<file path="src/hw/dither_dac_regs.svh">
`ifndef DITHER_DAC_REGS_SVH
`define DITHER_DAC_REGS_SVH
// register offsets (byte addresses)
`define OFS_CTRL        4'h0
`define OFS_TARGET      4'h4
`define OFS_APPLIED     4'h8
`define OFS_MEASURED    4'hC
// control fields
`define CTRL_MODE_LSB   0
`define CTRL_PRINT_BIT  2
// reset values and limits
`define CODE_MAX        12'h0FF0
`define CODE_MIN        12'h0000
`define DUTY_MAX        8'hFF
`define TARGET_RST      12'h0000
// timing (10 ns clock)
`define CLK_NS          10
`define PWM_PERIOD_NS   16000
`define PWM_SLOT_CYC    (`PWM_PERIOD_NS / `CLK_NS / 256)
`define BAUD_BPS        115200
`define BAUD_CYC        (1000000000 / `BAUD_BPS / `CLK_NS)
`define CLOSED_SAMPLES  256
`define OPEN_SAMPLES    16
`define SWEEP_HOLD      256
`endif

</file>
<file path="src/hw/dither_dac_pkg.sv">
package dither_dac_pkg;
    typedef enum logic [1:0] {MODE_IDLE, MODE_CLOSED, MODE_OPEN, MODE_SWEEP} mode_t;
    typedef enum {TX_IDLE, TX_CHAR, TX_SEP} tx_state_t;
endpackage

</file>
<file path="src/hw/dither_dac.sv">
`timescale 1ns/1ps
`include "dither_dac_regs.svh"

// Behaviour
// - target codes above 0xFF0 are clamped to 0xFF0 on write.
// - duty never exceeds 255/256; pin is low in the last slot.
// - closed loop sums 256 ten-bit samples, rounds to 12 bits per interval.
// - measured equal to target leaves applied code unchanged.
// - measured below target raises applied code by one step.
// - measured above target lowers applied code by one step.
// - a 16-entry duty table is rebuilt and one entry loaded per period.
// - at 0xFF0 an increase is ignored; base 0xFF, no dither.
// - upper eight bits pick the lower duty; 0xFEx alternates 0xFE/0xFF.
// - at 0x000 a decrease is ignored; 0x00x alternates 0x00/0x01.
// - open loop applies no correction, reports 16-sample sums scaled, lines at 64 Hz.
// - open and closed loop monitoring sessions first send the target code; sweep does not.
// - values go as hex chars plus comma or line feed at 115.2 kbps.
// - sweep steps undithered duty 0x00 to 0xFF, 256 conversions each.
// - sweep reports unscaled 16-sample sums as four hex characters.
// - sixteen dither patterns; pattern zero adds nothing.
// - dither table advances every 15.36 us PWM period (256 slots of 6 cycles).
module dither_dac
    import dither_dac_pkg::*;
(
    // clock and reset
    input  wire logic        clk_i,
    input  wire logic        rst_i,
    // register port
    input  wire logic [3:0]  addr_i,
    input  wire logic [31:0] wdata_i,
    input  wire logic        wr_i,
    input  wire logic        rd_i,
    output logic      [31:0] rdata_o,
    // feedback converter
    input  wire logic [9:0]  filtered_feedback_input_i,
    input  wire logic        sample_valid_i,
    // outputs
    output logic             pwm_output_pin_o,
    output logic             monitor_serial_port_o
);
    typedef struct packed {
        logic [31:0] rdata;
        logic [1:0]  mode;
        logic        print;
        logic [11:0] target;
        logic [11:0] applied;
        logic [11:0] measured;
        logic [15:0][7:0] duty_table;
        logic [7:0]  duty_compare_register;
        logic [3:0]  slot_idx;
        logic [7:0]  pwm_cnt;
        logic [3:0]  pre_cnt;
        logic        pwm;
        logic [17:0] acc;
        logic [8:0]  acc_cnt;
        logic [13:0] sum16;
        logic [4:0]  sum_cnt;
        logic [3:0]  line_cnt;
        logic [7:0]  sweep_code;
        logic [8:0]  sweep_cnt;
        logic        session;
        logic        send_req;
        logic [15:0] send_val;
        logic [2:0]  send_n;
        logic        send_lf;
        logic        tx_busy;
        logic [2:0]  tx_digits;
        logic [15:0] tx_val;
        logic        tx_lf;
        logic        tx_sep;
        logic [9:0]  tx_shift;
        logic [3:0]  tx_bits;
        logic [9:0]  baud_cnt;
        logic        ser;
        logic [1:0]  prev_mode;
    } state_t;

    state_t s_reg;
    state_t s_next;

    // comb helpers, kept at module level so the checks below can see them
    logic [11:0] wtgt;
    logic [11:0] rounded;
    logic        slot_end;
    logic        period_end;
    logic        correct;

    function automatic logic [7:0] hex_char(input logic [3:0] d);
        hex_char = (d < 4'hA) ? (8'h30 + {4'h0, d}) : (8'h37 + {4'h0, d});
    endfunction

    // pattern p: spread n extra periods evenly over 16
    // pattern zero flat
    function automatic logic dither_bit(input logic [3:0] n, input logic [3:0] slot);
        logic [7:0] a;
        logic [7:0] b;
        a = {4'h0, n} * ({4'h0, slot} + 8'h01);
        b = {4'h0, n} * {4'h0, slot};
        dither_bit = (a[7:4] != b[7:4]);
    endfunction

    function automatic logic [15:0][7:0] build_table(input logic [11:0] code);
        logic [15:0][7:0] t;
        t = '0;
        for (int i = 0; i < 16; i++) begin
            t[i] = code[11:4] + {7'h00, dither_bit(code[3:0], 4'(i))};
        end
        return t;
    endfunction

    // ---------------------------------------------
    // next state
    // ---------------------------------------------
    always_comb begin
        wtgt       = '0;
        rounded    = '0;
        correct    = 1'b0;
        s_next     = s_reg;
        s_next.send_req = 1'b0;

        // register access
        s_next.rdata = 32'h0000_0000;
        if (wr_i) begin
            unique case (addr_i)
                `OFS_CTRL: begin
                    s_next.mode  = wdata_i[`CTRL_MODE_LSB +: 2];
                    s_next.print = wdata_i[`CTRL_PRINT_BIT];
                end
                `OFS_TARGET: begin
                    wtgt = wdata_i[11:0];
                    s_next.target = (wdata_i[31:12] != 0 || wtgt > `CODE_MAX) ?
                                    `CODE_MAX : wtgt;
                end
                `OFS_APPLIED: begin
                    wtgt = wdata_i[11:0];
                    s_next.applied = (wtgt > `CODE_MAX) ? `CODE_MAX : wtgt;
                    s_next.duty_table = build_table(s_next.applied);
                end
                default: ;
            endcase
        end
        if (rd_i) begin
            unique case (addr_i)
                `OFS_CTRL:     s_next.rdata = {29'h0, s_reg.print, s_reg.mode};
                `OFS_TARGET:   s_next.rdata = {20'h0, s_reg.target};
                `OFS_APPLIED:  s_next.rdata = {20'h0, s_reg.applied};
                `OFS_MEASURED: s_next.rdata = {20'h0, s_reg.measured};
                default:       s_next.rdata = 32'h0000_0000;
            endcase
        end

        // pwm counter: 256 slots of PWM_SLOT_CYC cycles
        slot_end   = (s_reg.pre_cnt == 4'(`PWM_SLOT_CYC - 1));
        period_end = slot_end && (s_reg.pwm_cnt == 8'hFF);
        s_next.pre_cnt = slot_end ? 4'h0 : s_reg.pre_cnt + 4'h1;
        if (slot_end)
            s_next.pwm_cnt = s_reg.pwm_cnt + 8'h01;
        // high for duty slots of 256 only
        s_next.pwm = (s_next.pwm_cnt < s_reg.duty_compare_register);
        if (period_end) begin
            s_next.duty_compare_register = s_reg.duty_table[s_reg.slot_idx];
            s_next.slot_idx = s_reg.slot_idx + 4'h1;
        end

        // session start on mode change
        s_next.prev_mode = s_reg.mode;
        if (s_reg.mode != s_reg.prev_mode) begin
            s_next.acc = '0; s_next.acc_cnt = '0; s_next.sum16 = '0;
            s_next.sum_cnt = '0; s_next.line_cnt = '0;
            s_next.sweep_code = '0; s_next.sweep_cnt = '0;
            s_next.session = (s_reg.mode != MODE_IDLE) && s_reg.print;
            if (s_reg.mode == MODE_SWEEP)
                s_next.duty_table = build_table({8'h00, 4'h0});
        end else if (s_reg.session && !s_reg.tx_busy) begin
            s_next.session  = 1'b0;
            s_next.send_req = (s_reg.mode != MODE_SWEEP);
            s_next.send_val = {4'h0, s_reg.target};
            s_next.send_n   = 3'd3;
            s_next.send_lf  = 1'b1;
        end else if (sample_valid_i && s_reg.mode != MODE_IDLE) begin
            s_next.sum16   = s_reg.sum16 + {4'h0, filtered_feedback_input_i};
            s_next.sum_cnt = s_reg.sum_cnt + 5'd1;
            s_next.acc     = s_reg.acc + {8'h00, filtered_feedback_input_i};
            s_next.acc_cnt = s_reg.acc_cnt + 9'd1;
            if (s_next.sum_cnt == 5'(`OPEN_SAMPLES)) begin
                s_next.sum_cnt  = '0;
                s_next.line_cnt = s_reg.line_cnt + 4'h1;
                s_next.send_req = s_reg.print;
                s_next.send_val = (s_reg.mode == MODE_SWEEP) ? {2'b00, s_next.sum16} :
                                  {6'h00, s_next.sum16[13:4]} << 2;
                s_next.send_n   = (s_reg.mode == MODE_SWEEP) ? 3'd4 : 3'd3;
                s_next.send_lf  = (s_reg.line_cnt == 4'hF);
                // cleared only after the finished sum is taken
                s_next.sum16    = '0;
            end
            if (s_next.acc_cnt == 9'(`CLOSED_SAMPLES)) begin
                // round 18-bit sum down to 12 bits
                rounded = 12'((s_next.acc + 18'h0_0020) >> 6);
                if (s_next.acc > 18'h3_FFDF)
                    rounded = 12'hFFF;
                s_next.measured = rounded;
                correct = (s_reg.mode == MODE_CLOSED);
                s_next.acc_cnt = '0;
                s_next.acc     = '0;
            end
        end

        // closed-loop correction
        if (correct) begin
            // raise one step; ignore at top
            if (rounded < s_reg.target && s_reg.applied != `CODE_MAX)
                s_next.applied = s_reg.applied + 12'h001;
            // lower one step; ignore at zero
            else if (rounded > s_reg.target && s_reg.applied != `CODE_MIN)
                s_next.applied = s_reg.applied - 12'h001;
            s_next.duty_table = build_table(s_next.applied);
        end

        if (s_reg.mode == MODE_SWEEP && sample_valid_i && s_reg.mode == s_reg.prev_mode
            && !s_reg.session) begin
            s_next.sweep_cnt = s_reg.sweep_cnt + 9'd1;
            if (s_next.sweep_cnt == 9'(`SWEEP_HOLD)) begin
                s_next.sweep_cnt = '0;
                s_next.line_cnt  = '0;
                if (s_reg.sweep_code != `DUTY_MAX) begin
                    s_next.sweep_code = s_reg.sweep_code + 8'h01;
                    s_next.duty_table = build_table({s_next.sweep_code, 4'h0});
                end else begin
                    s_next.mode = MODE_IDLE;
                end
            end
        end

        // uart: hex digits then separator, 8N1
        if (s_reg.tx_busy) begin
            s_next.baud_cnt = s_reg.baud_cnt + 10'd1;
            if (s_reg.baud_cnt == 10'(`BAUD_CYC - 1)) begin
                s_next.baud_cnt = '0;
                s_next.ser      = s_reg.tx_shift[0];
                s_next.tx_shift = {1'b1, s_reg.tx_shift[9:1]};
                s_next.tx_bits  = s_reg.tx_bits - 4'h1;
                if (s_reg.tx_bits == 4'h0) begin
                    s_next.ser = 1'b1;
                    if (s_reg.tx_digits != 3'd0) begin
                        s_next.tx_digits = s_reg.tx_digits - 3'd1;
                        s_next.tx_shift  = {1'b1, hex_char(s_reg.tx_val[15:12]), 1'b0};
                        s_next.tx_val    = s_reg.tx_val << 4;
                        s_next.tx_bits   = 4'd9;
                    end else if (s_reg.tx_sep) begin
                        // separator closes every value
                        s_next.tx_sep   = 1'b0;
                        s_next.tx_shift = {1'b1, (s_reg.tx_lf ? 8'h0A : 8'h2C), 1'b0};
                        s_next.tx_bits  = 4'd9;
                    end else begin
                        s_next.tx_busy = 1'b0;
                    end
                end
            end
        end else if (s_reg.send_req) begin
            s_next.tx_busy   = 1'b1;
            s_next.tx_val    = s_reg.send_val << (4 * (3'd4 - s_reg.send_n));
            s_next.tx_digits = s_reg.send_n;
            s_next.tx_lf     = s_reg.send_lf;
            s_next.tx_shift  = {1'b1, (s_reg.send_lf ? 8'h0A : 8'h2C), 1'b0};
            s_next.tx_bits   = 4'h0;
            s_next.tx_sep    = 1'b1;
            s_next.baud_cnt  = 10'(`BAUD_CYC - 1);
        end
    end

    always_ff @(posedge clk_i or posedge rst_i) begin
        if (rst_i) begin
            s_reg <= '0;
            s_reg.ser <= 1'b1;
        end else begin
            s_reg <= s_next;
        end
    end

    assign rdata_o               = s_reg.rdata;
    assign pwm_output_pin_o      = s_reg.pwm;
    assign monitor_serial_port_o = s_reg.ser;

    // ---------------------------------------------
    // checks
    // ---------------------------------------------
    AST_TARGET_MAX: assert property (@(posedge clk_i) disable iff (rst_i)
        s_reg.target <= `CODE_MAX) else $error("target above limit");
    AST_APPLIED_MAX: assert property (@(posedge clk_i) disable iff (rst_i)
        s_reg.applied <= `CODE_MAX) else $error("applied above limit");
    AST_LAST_SLOT_LOW: assert property (@(posedge clk_i) disable iff (rst_i)
        s_reg.pwm_cnt == 8'hFF |-> !pwm_output_pin_o) else $error("pin high in last slot");
    AST_STEP_ONE: assert property (@(posedge clk_i) disable iff (rst_i)
        correct && !wr_i |=> (s_reg.applied - $past(s_reg.applied) <= 12'h001) ||
        ($past(s_reg.applied) - s_reg.applied <= 12'h001)) else $error("step not one");
    AST_EQUAL_HOLD: assert property (@(posedge clk_i) disable iff (rst_i)
        correct && !wr_i && rounded == s_reg.target |=> $stable(s_reg.applied))
        else $error("code changed on match");
    AST_MIN_HOLD: assert property (@(posedge clk_i) disable iff (rst_i)
        correct && !wr_i && s_reg.applied == 12'h000 |=> s_reg.applied == 12'h000)
        else $error("decrease below zero");
    AST_IDLE_LINE: assert property (@(posedge clk_i) disable iff (rst_i)
        !s_reg.tx_busy |=> monitor_serial_port_o) else $error("line not idle");
    AST_OPEN_NOCORR: assert property (@(posedge clk_i) disable iff (rst_i)
        s_reg.mode == MODE_OPEN && !wr_i |=> $stable(s_reg.applied))
        else $error("open loop corrected");
    COV_CORRECT: cover property (@(posedge clk_i) correct);
    COV_SEND: cover property (@(posedge clk_i) s_reg.send_req);
    COV_SWEEP_END: cover property (@(posedge clk_i) s_reg.sweep_code == 8'hFF);
endmodule

</file>
<file path="config.mk">
export PLATFORM = sky130hd
export DESIGN_NAME = dither_dac
export DESIGN_NICKNAME = d
export VERILOG_FILES = /design/src/hw/dither_dac_pkg.sv /design/src/hw/dither_dac.sv
export VERILOG_INCLUDE_DIRS = /design/src /design/src/hw
export SDC_FILE = /design/constraint.sdc
export NUM_CORES = 1
export LEC_CHECK = 0
export BUFFER_PORTS_ARGS = -buffer_cell sky130_fd_sc_hd__buf_2
export CAP_MARGIN = 20
export CORE_MARGIN = 3
export CORE_UTILIZATION = 60
export DETAILED_ROUTE_END_ITERATION = 10
export HOLD_SLACK_MARGIN = 0.15
export PLACE_DENSITY = 0.83
export SYNTH_ARGS = -nofsm -noshare
export SYNTH_HDL_FRONTEND = slang
export SYNTH_SLANG_ARGS = --single-unit
</file>
<file path="constraint.sdc">
create_clock -name clk_i -period 24.2 [get_ports clk_i]
set_input_delay 2.42 -clock clk_i [delete_from_list [all_inputs] [get_ports clk_i]]
set_output_delay 2.42 -clock clk_i [all_outputs]
set_load 0.02 [all_outputs]
</file>
### Yosys cells after proc, flatten, opt, wreduce, memory -nomap -nowiden

Cells that the tools add are included.

| word-level totals | value |
|---|---|
| register bits after elaboration | 362 |
| logic and storage cells | 285 |
| bits of input ports | 51 |

| cells by class | value |
|---|---|
| shifts and indexed selects | 1 |
| magnitude comparators | 7 |
| reductions and logical operators | 34 |
| $add $sub $neg | 49 |
| multipliers | 22 |
| equality and inequality tests | 50 |
| multiplexer cells | 70 |
| bitwise gates (word level) | 3 |

Operator list:

| cell | number |
|---|---|
| $mux W128 | 8 |
| $add A8 B1 Y8 | 30 |
| $mux W12 | 14 |
| $mux W50 | 3 |
| $mux W21 | 6 |
| $mul A4 B4 Y8 const B | 8 |
| $mux W20 | 3 |
| $mul A4 B3 Y7 const B | 8 |
| $ne A4 B4 Y1 | 14 |
| $mux W27 | 2 |
| $pmux W12 S4 | 1 |
| $mux W46 | 1 |
| $mul A4 B2 Y6 const B | 6 |
| $bmux W8 S4 | 1 |
| $shl A16 B32 Y16 | 1 |
| $mux W13 | 2 |
| $mux W26 | 1 |
| $mux W25 | 1 |
| $mux W8 | 3 |
| $mux W23 | 1 |
| $reduce_bool A20 Y1 | 1 |
| $mux W19 | 1 |
| $add A18 B10 Y18 | 1 |
| $add A18 B6 Y18 const B | 1 |
| 57 further kinds | 118 |

### Depth between registers and ports, before layout

| logic depth | value |
|---|---|
| word-level depth | 19 |
| mapped depth | 40 |
| gate-level depth less buffers | 40 |

### Worst setup path after synthesis

OpenSTA, ideal clock, no wires.

| path | value |
|---|---|
| path type | input to register |
| from | input port filtered_feedback_input_i[0] |
| to | register s_reg[281] (netlist bit) |
| buffers on the path | 0 |
| library setup time | 0.131 ns |
| stages on the path | 33 |
| arrival time | 11.083 ns |
| path slack | 12.986 ns |
| data required time | 24.069 ns |
| cell sequence | ha_1 inv_1 fa_1 nor2b_1 o31a_1 o21ai_0 xnor2_1 nand4_1 a2111oi_0 nand4_1 a21oi_1 ha_1 and3_1 a211o_1 o221a_2 nor3_1 a221oi_1 o22ai_1 inv_1 fa_1 inv_1 ha_1 a21oi_1 nor2b_1 o21ai_0 nor2b_1 a21oi_1 a21oi_1 o21ai_0 ha_1 ha_1 and3_1 or3_1 |

RTL lines:

| item | RTL line | source |
|---|---|---|
| start: declaration | dither_dac.sv:35 | `input wire logic [9:0] filtered_feedback_input_i,` |
| end signal: assignment | dither_dac.sv:276 | `s_reg <= s_next;` |
| end: declaration | dither_dac.sv:78 | `state_t s_reg;` |

==> out/qor.txt <==
Placed Instance Area: 0.0265 mm²
EDFF count, synth: 0
Vias in the first global route: 23000
Wirelength per Cell: 21.8 µm
Peak supply drop: 95.2 µV
Most used cell, CP: ha_1
Fraction of registers with async set/reset: 1.00
Critical path capture point: s_reg[281]
Num Clock Sinks: 339
H-tree levels: 2
Count of different cell masters after synthesis: 79
Largest net degree at the start of global routing: 138
Met3 usage: 0.0575
Worst Setup SP: filtered_feedback_input_i[1]
Min Tclk post-route: 12.50 ns
Fillers: 3383
Final hold slack: 0.456 ns
Area of the multi-input gates: 0.0164 mm²
Post-synthesis sequential area ratio: 0.326
Post-Synthesis Cells: 2976
Total core area: 0.0424 mm²
Largest cells by area after synthesis: dfrtp_1, ha_1, xnor2_1
Reg-to-reg slack, setup: 13.27 ns
Final Power: 2.58 mW
Crit Reg-Reg Endpoint: s_reg[281]
Crit path capture type: register
Slew HR: 0.242
Via density: 6.62
Worst-Skew Late Latency: 0.58 ns
Placer Congestion: 0.964
Post-CTS Setup Inserts: 0
Yosys reg bits: 339
Setup_tns: 0 ns
Placed cells: 3456
Final Hold Fails: 0
Post-synth top area share: 0.325
WS Path Type: in2reg
Syn Area/Cell: 8.74 µm²
GR met2 Demand/Resource: 0.528
Post-route cell area: 0.0279 mm²
Ports: 85
GRT met1 Usage: 0.430
Unrepaired setup endpoints after global routing: false
DR vias: 23400
GRT busiest layer: met2
Nets: 3176
Setup violators final: 0
Slew @ Worst Pin: 1.14 ns
FF+latch area: 0.00849 mm²
Initial antenna violation count: 1
Fin cells: 3534
Max reg flops: 323
Hold-fix buffers at CTS: 0
Status: completed
Synth area leader: dfrtp_1
Clk buf depth: 3
Worst EP arrival: 12.95 ns
Max Freq: 80.0 MHz
Final Slew Violations: 0
Ys flop type: dfrtp_1
Reg2Reg Launch Point: s_reg[121]
Reg clk slew, reported paths: 0.06 ns
Pwr/cell area: 92.4 mW/mm²
Worst r2r path cells: 33
Starting Density: 0.613
Slowest stage delay, CP: 0.71 ns
Die X: 214 µm
DRC: 0
Total Routed Length: 77000 µm
1st-iter DRT viols: 2875
Post-Syn Area: 0.0260 mm²
Worst Path Max Fanout: 10
First-pass GRT wire length: 124000 µm
GR Util All Layers: 0.329
Tightest Hold Check Type: reg2reg
Layout cells sized above 1: 0.0910
Synthesis warning total: 0
Crit-path slowest cell: a21oi_1
I/O Buffers: 64
FP Rows: 75
Drt first pass iters: 6
Pleak: 12.1 nW
Tcrit/Tclk final: 0.517
WP data required: 24.65 ns
TritonCTS buffer count: 40
Post-DP HPWL: 52700 µm
CP startpoint kind: primary input
Remaining global-route overflow: 0
Die Ht: 214 µm
Area growth, synth to finish: 7.29%
Die area: 0.0459 mm²
Post_cts resized: 0
Maxcap violations: 0
CTS Root Cell: clkbuf_16
Clock Skew: 0.0265 ns
CTS tree: yes
Final ANT Viol Nets: 0
routing by layer:
metal  part of all wire  vias to the layer above  wire (µm)
li1                   -                    10500          -
met1               0.39                    11200      30000
met2               0.46                     1376      35300
met3              0.096                      323       7410
met4              0.055                        2       4270
met5            0.00014                        -         11
area by class of cell:
| cell class | instances | area share |
|---|---|---|
| antenna | 1 | 0.0000896 |
| multi-input combinational | 2352 | 0.586 |
| sequential | 339 | 0.304 |
| timing repair buffer | 103 | 0.0224 |
| inverter | 89 | 0.0122 |
| clock inverter | 20 | 0.00878 |
| clock buffer | 53 | 0.0405 |
| tap | 577 | 0.0259 |
report_power, final:
part / switching (mW) / internal (mW) / leakage, nW
combinational: 0.667 / 0.482 / 6.95
sequential: 0.106 / 0.688 / 4.45
clock: 0.261 / 0.374 / 0.677
total: 1.03 / 1.54 / 12.1
how the worst min path moves through the flow:
stage	from	endpoint	slack (ns)	cells past startpoint
after CTS	monitor_serial_port_o	monitor_serial_port_o	0.46	2
final	monitor_serial_port_o	monitor_serial_port_o	0.46	2
after global placement	monitor_serial_port_o	monitor_serial_port_o	0.44	2
after detailed placement	s_reg[26]	s_reg[26]	0.45	1
after global routing	monitor_serial_port_o	monitor_serial_port_o	0.48	2
after floorplan	s_next[0]	s_reg[0]	0.35	0
cell families after synthesis:
kind of cell	Yosys count	share of synthesized area
simple gates	945	0.166
mux	83	0.0522
other cells	1	0.000144
xor+xnor	323	0.110
fa+ha+maj	200	0.103
buf+inv	304	0.0503
compound gates	781	0.193
flops	339	0.326
Yosys cell counts (6+ instances only):
library cell and n:
inv_1 89, a22oi_1 21, and3_1 34, mux2i_1 21, nor2b_1 14, and4_1 6
a211oi_1 42, o21ai_0 147, o21ai_1 6, buf_4 33, a21oi_1 274, a31oi_1 20
nor3b_1 7, and2_1 21, o21a_1 14, or4_1 8, fa_1 22, nor2_1 232
clkbuf_1 132, mux2_2 22, nand2_1 376, or2_2 8, mux4_2 40, o31ai_1 10
nand4_1 27, a22o_1 25, o221ai_1 38, dfrtp_1 338, a222oi_1 13, a211o_1 19
xor2_1 146, o22ai_1 11, nand3_1 71, a21o_1 24, xnor2_1 175, a221oi_1 17
buf_1 26, o211ai_1 45, or3_1 45, nor4_1 13, buf_2 22, nand2b_1 14
ha_1 178, nor3_1 51
cell usage in the layout, fill, tap and decap left out, types with 20 or more instances in the layout:
| cell | n |
|---|---|
| a21oi_1 | 274 |
| nand3_1 | 71 |
| o21ai_0 | 147 |
| mux4_2 | 40 |
| nand2_1 | 375 |
| ha_1 | 178 |
| o211ai_1 | 45 |
| mux2_2 | 22 |
| clkbuf_16 | 40 |
| fa_1 | 22 |
| a211oi_1 | 42 |
| buf_4 | 37 |
| or3_1 | 45 |
| xnor2_1 | 175 |
| and2_1 | 21 |
| and3_1 | 34 |
| buf_2 | 64 |
| a22o_1 | 25 |
| xor2_1 | 146 |
| dfrtp_1 | 337 |
| inv_1 | 88 |
| a21o_1 | 24 |
| nor2_1 | 230 |
| o221ai_1 | 38 |
| a31oi_1 | 20 |
| nand4_1 | 27 |
| a22oi_1 | 21 |
| conb_1 | 20 |
| nor3_1 | 50 |
critical path, delay by kind of cell:
kind	cells	cell delay, ns
buffers and inverters	4	0.71
adder cells (fa/ha/maj)	7	2.22
AND/OR/NAND/NOR	7	2.01
AO/OA/AOI/OAI	16	5.57
metrics by stage:
step	setup WS, ns	util
2_1_floorplan	12.39	-
3_3_place_gp	11.91	0.624
3_5_place_dp	11.44	0.625
4_1_cts	11.95	0.657
5_1_grt	10.77	0.658
6_report	11.70	0.658
Power figures use the tool's default switching activity.
